==> config.mk <==
export PLATFORM = sky130hd
export DESIGN_NAME = data_move_instruction_exec
export DESIGN_NICKNAME = d
export VERILOG_FILES = /design/src/common/data_move_pkg.sv /design/src/data_move_instruction_exec.sv
export VERILOG_INCLUDE_DIRS = /design/src /design/src/common
export SDC_FILE = /design/constraint.sdc
export NUM_CORES = 1
export LEC_CHECK = 0
export ABC_AREA = 1
export BUFFER_PORTS_ARGS = -buffer_cell sky130_fd_sc_hd__buf_4
export CAP_MARGIN = 20
export CORE_ASPECT_RATIO = 1.1
export CORE_MARGIN = 2
export CORE_UTILIZATION = 25
export DETAILED_ROUTE_END_ITERATION = 10
export GPL_ROUTABILITY_DRIVEN = 0
export SYNTH_ARGS = -nofsm -noshare
export SYNTH_HDL_FRONTEND = slang
export SYNTH_SLANG_ARGS = --single-unit
==> constraint.sdc <==
create_clock -name i_ref_clk -period 1.3 [get_ports i_ref_clk]
set_input_delay 0.065 -clock i_ref_clk [delete_from_list [all_inputs] [get_ports i_ref_clk]]
set_output_delay 0.065 -clock i_ref_clk [all_outputs]
set_load 0.005 [all_outputs]
==> src/common/data_move_cfg.svh <==
// Encodings, field positions and widths for the data-move executor
`ifndef DATA_MOVE_CFG_SVH
`define DATA_MOVE_CFG_SVH

`define DM_INSN_W 14
`define DM_DATA_W 8
`define DM_ADDR_W 7
`define DM_ADDR_MAX 7'h7f
`define DM_DEST_BIT 7
`define DM_W_RESET 8'h00
`define DM_Z_RESET 1'b0
// Opcode match: (insn & mask) == pattern
`define DM_COPY_MASK 14'h3f00
`define DM_COPY_PAT 14'h0800
`define DM_STORE_MASK 14'h3f80
`define DM_STORE_PAT 14'h0080
`define DM_LIT_MASK 14'h3c00
`define DM_LIT_PAT 14'h3000
`define DM_NOP_MASK 14'h3f9f
`define DM_NOP_PAT 14'h0000

`endif

==> src/common/data_move_pkg.sv <==
// Types shared by the data-move executor and its bench
package data_move_pkg;
  `include "data_move_cfg.svh"

  typedef enum logic [2:0] {
    op_none,
    op_copy_file_reg,
    op_store_working_reg,
    op_load_literal_working,
    op_no_operation
  } op_kind_t;

  // Write-back request toward the file register array
  typedef struct packed {
    logic en;
    logic [`DM_ADDR_W-1:0] addr;
    logic [`DM_DATA_W-1:0] data;
  } file_wr_t;

  // Instruction word with its valid strobe
  typedef struct packed {
    logic valid;
    logic [`DM_INSN_W-1:0] word;
  } insn_t;

  typedef struct packed {
    logic [`DM_DATA_W-1:0] working;
    logic zero;
    logic zero_we;
    file_wr_t wr;
    logic done;
    op_kind_t op;
  } exec_state_t;
endpackage

==> src/data_move_instruction_exec.sv <==
// Executes copy, store, load-literal and no-operation instructions
`timescale 1ns/1ps
`include "data_move_cfg.svh"

// Overview of operation
// RQ1: Copy reads file reg, writes chosen destination
// RQ2: Select set writes back; clear writes working
// RQ3: Copy sets zero flag from moved value
// RQ4: Store writes working into file register
// RQ5: Load literal places immediate into working
// RQ6: No-operation changes no state
module data_move_instruction_exec #(
  parameter int DATA_W = `DM_DATA_W,
  parameter int ADDR_W = `DM_ADDR_W
) (
  input wire logic i_ref_clk,
  input wire logic i_srst,
  input wire data_move_pkg::insn_t i_insn,
  input wire logic [DATA_W-1:0] i_file_rd_data,
  output logic [ADDR_W-1:0] o_file_rd_addr,
  output data_move_pkg::file_wr_t o_file_wr,
  output logic [DATA_W-1:0] o_working,
  output logic o_zero,
  output logic o_zero_we,
  output logic o_done,
  output data_move_pkg::op_kind_t o_op
);
  import data_move_pkg::*;

  if (DATA_W != `DM_DATA_W || ADDR_W != `DM_ADDR_W)
  begin : g_bad_width
    $error("Widths must match the instruction encoding");
  end

  function automatic op_kind_t decode(input logic [`DM_INSN_W-1:0] w);
    op_kind_t k;
    k = op_none;
    if ((w & `DM_COPY_MASK) == `DM_COPY_PAT)
      k = op_copy_file_reg;
    else if ((w & `DM_STORE_MASK) == `DM_STORE_PAT)
      k = op_store_working_reg;
    else if ((w & `DM_LIT_MASK) == `DM_LIT_PAT)
      k = op_load_literal_working;
    else if ((w & `DM_NOP_MASK) == `DM_NOP_PAT)
      k = op_no_operation;
    return k;
  endfunction

  exec_state_t state;
  exec_state_t next_state;
  op_kind_t cur_op;
  logic [ADDR_W-1:0] f_addr;
  logic dest_file;
  logic fwd_hit;
  logic [DATA_W-1:0] rd_val;

  // File read is combinational in the same cycle
  assign f_addr = i_insn.word[ADDR_W-1:0];
  assign dest_file = i_insn.word[`DM_DEST_BIT];
  assign cur_op = i_insn.valid ? decode(i_insn.word) : op_none;
  assign o_file_rd_addr = f_addr;
  // Bypass a write-back still in flight to the array
  assign fwd_hit = state.wr.en && state.wr.addr == f_addr;
  assign rd_val = fwd_hit ? state.wr.data : i_file_rd_data;

  always_comb
  begin
    next_state = state;
    next_state.wr.en = 1'b0;
    next_state.zero_we = 1'b0;
    next_state.done = i_insn.valid;
    next_state.op = cur_op;
    case (cur_op)
      op_copy_file_reg:
      begin
        if (dest_file)
        begin
          next_state.wr.en = 1'b1; // [RQ1] [RQ2]
          next_state.wr.addr = f_addr;
          next_state.wr.data = rd_val;
        end
        else
        begin
          next_state.working = rd_val; // [RQ2]
        end
        next_state.zero = (rd_val == '0); // [RQ3]
        next_state.zero_we = 1'b1;
      end
      op_store_working_reg:
      begin
        next_state.wr.en = 1'b1; // [RQ4]
        next_state.wr.addr = f_addr;
        next_state.wr.data = state.working;
      end
      op_load_literal_working:
        next_state.working = i_insn.word[DATA_W-1:0]; // [RQ5]
      op_no_operation:
        next_state.working = state.working; // [RQ6]
      default:
        next_state.working = state.working;
    endcase
  end

  always_ff @(posedge i_ref_clk)
  begin
    if (i_srst)
    begin
      state <= '0;
      state.working <= `DM_W_RESET;
      state.zero <= `DM_Z_RESET;
    end
    else
    begin
      state <= next_state;
    end
  end

  assign o_file_wr = state.wr;
  assign o_working = state.working;
  assign o_zero = state.zero;
  assign o_zero_we = state.zero_we;
  assign o_done = state.done;
  assign o_op = state.op;
endmodule

Word level (Yosys, flattened, before mapping)
Index checks and enable logic that the tools add are counted.
{"block": "classes", "eq_ne": 9, "n_mux": 11, "n_reduce_logical": 7}
{"operator": "16-bit one-hot mux with 2 select lines", "count": 1}
{"operator": "16-bit two-way mux", "count": 1}
{"operator": "8-bit two-way mux", "count": 2}
{"operator": "8-bit one-hot mux with 2 select lines", "count": 1}
{"operator": "3-bit two-way mux", "count": 5}
{"operator": "14-bit zero test", "count": 1}
{"operator": "8-bit zero test", "count": 1}
{"operator": "7-bit by 1-bit equality test with 1-bit output (second input constant)", "count": 1}
{"operator": "7-bit equality test", "count": 1}
{"operator": "3-bit by 2-bit equality test with 1-bit output (second input constant)", "count": 2}
{"operator": "6-bit by 4-bit equality test with 1-bit output (second input constant)", "count": 1}
{"operator": "4-bit equality test (second input constant)", "count": 1}
{"operator": "2-bit != test (second input constant)", "count": 2}
{"operator": "2-bit AND reduction", "count": 2}
{"operator": "2-bit nonzero test", "count": 2}
{"operator": "3-bit by 1-bit equality test with 1-bit output (second input constant)", "count": 1}
{"operator": "1-bit logical AND", "count": 1}
{"operator": "1-bit two-way mux", "count": 1}
{"block": "word_totals", "ff_bits": 30, "in_bits": 25, "output_inout_bits": 37, "wordCells": 35}

Depth between registers and ports, before layout
{"block": "logic_depth", "word_depth": 9, "depth_mapped": 14, "depth_no_buf": 13}

Worst setup path before layout
Ideal clock, no wire load.
{"block": "synth_path", "path_type": "reg2reg", "startpoint": "reg state (netlist bit o_file_wr[14])", "endpoint": "reg state (netlist bit o_zero)", "setup_time_ns": 0.067, "arrival_ns": 1.369, "t_required_ns": 1.233, "slack_ns": -0.137, "stages_incl_launch_ff": 14, "n_path_buf": 1, "synth_period_minus_slack_ns": 1.437, "path_cell_list": "dfxtp_1 -> inv_1 -> nand2_1 -> nand2_1 -> inv_1 -> nand2_1 -> nor2_2 -> nand2_2 -> buf_6 -> o21ai_2 -> nand2_1 -> nor2_1 -> nand2_1 -> a21oi_2"}
{"block": "synth_via", "elab_chain_cells": 4}
{"item": "start: declaration", "line": "data_move_instruction_exec.sv:49", "rtl": "exec_state_t state;"}
{"item": "start signal: assignment", "line": "data_move_instruction_exec.sv:114", "rtl": "state <= next_state;"}
{"item": "7-bit equality test", "line": "data_move_instruction_exec.sv:63", "rtl": "assign fwd_hit = state.wr.en && state.wr.addr == f_addr;"}
{"item": "1-bit logical AND", "line": "data_move_instruction_exec.sv:63"}
{"item": "8-bit two-way mux", "line": "data_move_instruction_exec.sv:64", "rtl": "assign rd_val = fwd_hit ? state.wr.data : i_file_rd_data;"}
{"item": "8-bit zero test", "line": "data_move_instruction_exec.sv:86", "rtl": "next_state.zero = (rd_val == '0);"}
No other way between the ends.
A chain may end at the register's enable or synchronous reset.

Final worst setup path
{"block": "layout_path", "startpoint": "reg state (netlist bit o_file_wr[11])", "endpoint": "reg state (netlist bit o_zero)"}
Same word-level chain as after synthesis.

==> impl_metrics.env <==
export IMPL_whs_ns=0.0297
export IMPL_clk_path_buf_depth=2
export IMPL_drv_cap=0
export IMPL_overflow=0
export IMPL_fp_row_count=31
export IMPL_grt_pass1_vias=1680
export IMPL_synth_avg_cell_area_um2=6.67
export IMPL_pwr_density_cell_mw_per_mm2=772
export IMPL_ys_types=29
export IMPL_dieWidth_um=81.7
export IMPL_synth_warnings=0
export IMPL_fin_cells=433
export IMPL_finalHoldViolations=0
export IMPL_critPathMaxFanout=11
export IMPL_synth_top_area_share_pct=36.2
export IMPL_end_kind="flip-flop"
export IMPL_numPlacedInstances=420
export IMPL_wirelength_mm=4.91
export IMPL_port_buffer_count=61
export IMPL_status="complete, but fails checks"
export IMPL_r2r_slack_ns=-0.19
export IMPL_setup_slack_ns=-0.189
export IMPL_fin_skew_ns=0.00337
export IMPL_syn_area_mm2=0.00166
export IMPL_dp_hpwl_mm=3.85
export IMPL_met2_length_mm=2.31
export IMPL_boundaryPins=62
export IMPL_top_layer="met4"
export IMPL_fmax_mhz=672
export IMPL_fp_dieH_um=89.5
export IMPL_vias=1893
export IMPL_seq_area_frac_synth_pct=36.2
export IMPL_drt_iter0_markers=71
export IMPL_slew_violations=0
export IMPL_max_slew_margin_pct=77.3
export IMPL_layout_commonest_cell="buf_4"
export IMPL_syn_num_nets=274
export IMPL_min_path_type="input port to flip-flop"
export IMPL_drt_first_pass_iters=4
export IMPL_fillers=688
export IMPL_ctsHtreeMaxLevel=2
export IMPL_finalSetupViolations=17
export IMPL_track_usage_pct=13.8
export IMPL_min_period_ns=1.49
export IMPL_num_antenna_cells=0
export IMPL_path_clk_slew_ns=0.06
export IMPL_cts_root_buf="clkbuf_8"
export IMPL_seqCellArea_um2=607
export IMPL_grt_pass1_wl_mm=7.75
export IMPL_hold_buffers=0
export IMPL_antenna_found_initial=0
export IMPL_finish_utilization_pct=40.7
export IMPL_critical_path_class="flip-flop to flip-flop"
export IMPL_drt_met1_wl_mm=2.19
export IMPL_core_area_mm2=0.00652
export IMPL_startpoint_type="flip-flop"
export IMPL_ant_nets=0
export IMPL_place_ws_ns=-0.275
export IMPL_routedWlPerCell_um=11.3
export IMPL_synth_seq_cells=30
export IMPL_die_area_mm2=0.00731
export IMPL_multi_input_area_um2=817
export IMPL_syn_inst=249
export IMPL_drive_gt1_share_pct=42.5
export IMPL_vias_per_cell=4.37
export IMPL_clock_sinks=30
export IMPL_max_vdd_ir_drop_v=0.000363
export IMPL_initial_core_util_pct=25.5
export IMPL_cts_tree="done"
export IMPL_p_leak_nw=1.38
export IMPL_numCtsBuffers=5
export IMPL_drc=0
export IMPL_required_ns=1.52
export IMPL_violations="setup timing"
export IMPL_yosys_area_top_type="dfxtp_1"
export IMPL_crit_arrival_ns=1.71
export IMPL_grt_max_degree=21
export IMPL_clock_latency_ns=0.28
export IMPL_tightestPinTransition_ns=0.339
export IMPL_wl_met3_um=373
export IMPL_post_route_period_util_pct=115
export IMPL_synth_area_leaders="dfxtp_1 36%, nand2_1 14%, inv_1 10%"
export IMPL_synthToLayoutAreaGrowth_pct=59.8
export IMPL_nets=375
export IMPL_rsz0062_at_grt="yes"
export IMPL_final_cell_mix="104 x buf_4, 58 x nand2_1, 43 x inv_1"
## path summary, 6_finish.rpt
check	start	endpoint	cells past startpoint
max	o_file_wr[11]	o_zero	11
min	i_srst	o_zero	2
min reg2reg	o_zero	o_zero	2
max reg2reg	o_file_wr[11]	o_zero	11
## per-stage QoR
stage	setup TNS [ns]	area, um^2	total power [mW]
after global placement	-4.50	2480	1.29
after floorplan	-1.31	1670	1.10
after global routing	-4.71	2650	2.15
final	-2.47	2650	2.05
after CTS	-2.25	2620	2.07
after detailed placement	-4.91	2480	1.29
## what timing repair did
action,in CTS,in global routing
cloned,0,0
setup buffers,1,4
pin swaps,7,8
setup endpoints to repair,17,24
resized for setup,15,5
## final cells by class
cell class,instances,area share [%]
clock buffer,7,3.25
inverter,49,6.93
timing repair buffer,108,32.1
clock inverter,1,0.189
sequential,30,22.9
multi-input combinational,156,30.8
tap,82,3.87
## worst max-delay path: stages, from the launching register on
cell and delay, ns:
dfxtp_1 0.35, inv_1 0.06, nand2_1 0.05, nand3_1 0.11
nor2_4 0.13, nand2_2 0.09, buf_12 0.16, o21ai_4 0.15
nand2_1 0.07, nor2_1 0.09, nand2_1 0.07, a21oi_2 0.10
## registers in the layout, indices dropped and copies added (netlist names)
| name | flops |
|---|---|
| o_done | 1 |
| o_zero_we | 1 |
| o_op | 3 |
| o_zero | 1 |
| o_file_wr | 16 |
| o_working | 8 |
## cells in the mapped netlist
library cell,instances
a21oi_2,1
o21ai_1,2
buf_6,1
inv_2,4
a21oi_1,7
nor2_4,3
nand3b_1,1
o21ai_0,23
buf_8,1
or2_0,3
o21ai_4,1
buf_2,2
o21bai_1,5
nand2_2,2
inv_1,45
or2_2,2
clkbuf_1,3
o21ai_2,1
dfxtp_1,30
nand2_4,1
nor4_1,2
nand4_1,1
o211ai_1,6
nand2_1,62
nor2_2,2
a31oi_1,3
nand3_1,12
nor2_1,16
buf_4,7
## per-layer routing
layer,up-vias,track usage (%)
met5,-,0
met4,0,3.33
met3,7,3.84
met2,59,23.7
met1,849,17.1
li1,978,-
## cell families after synthesis
| family | count (synthesis) | share of synthesized area, % |
|---|---|---|
| buf+inv | 63 | 17.1 |
| flops | 30 | 36.2 |
| simple gates | 107 | 28.9 |
| compound gates | 49 | 17.8 |
## where the power goes
part	switching, mW	internal, mW
registers	0.0121	0.937
clock network	0.338	0.426
logic	0.153	0.181
Power figures use the tool's default switching activity.
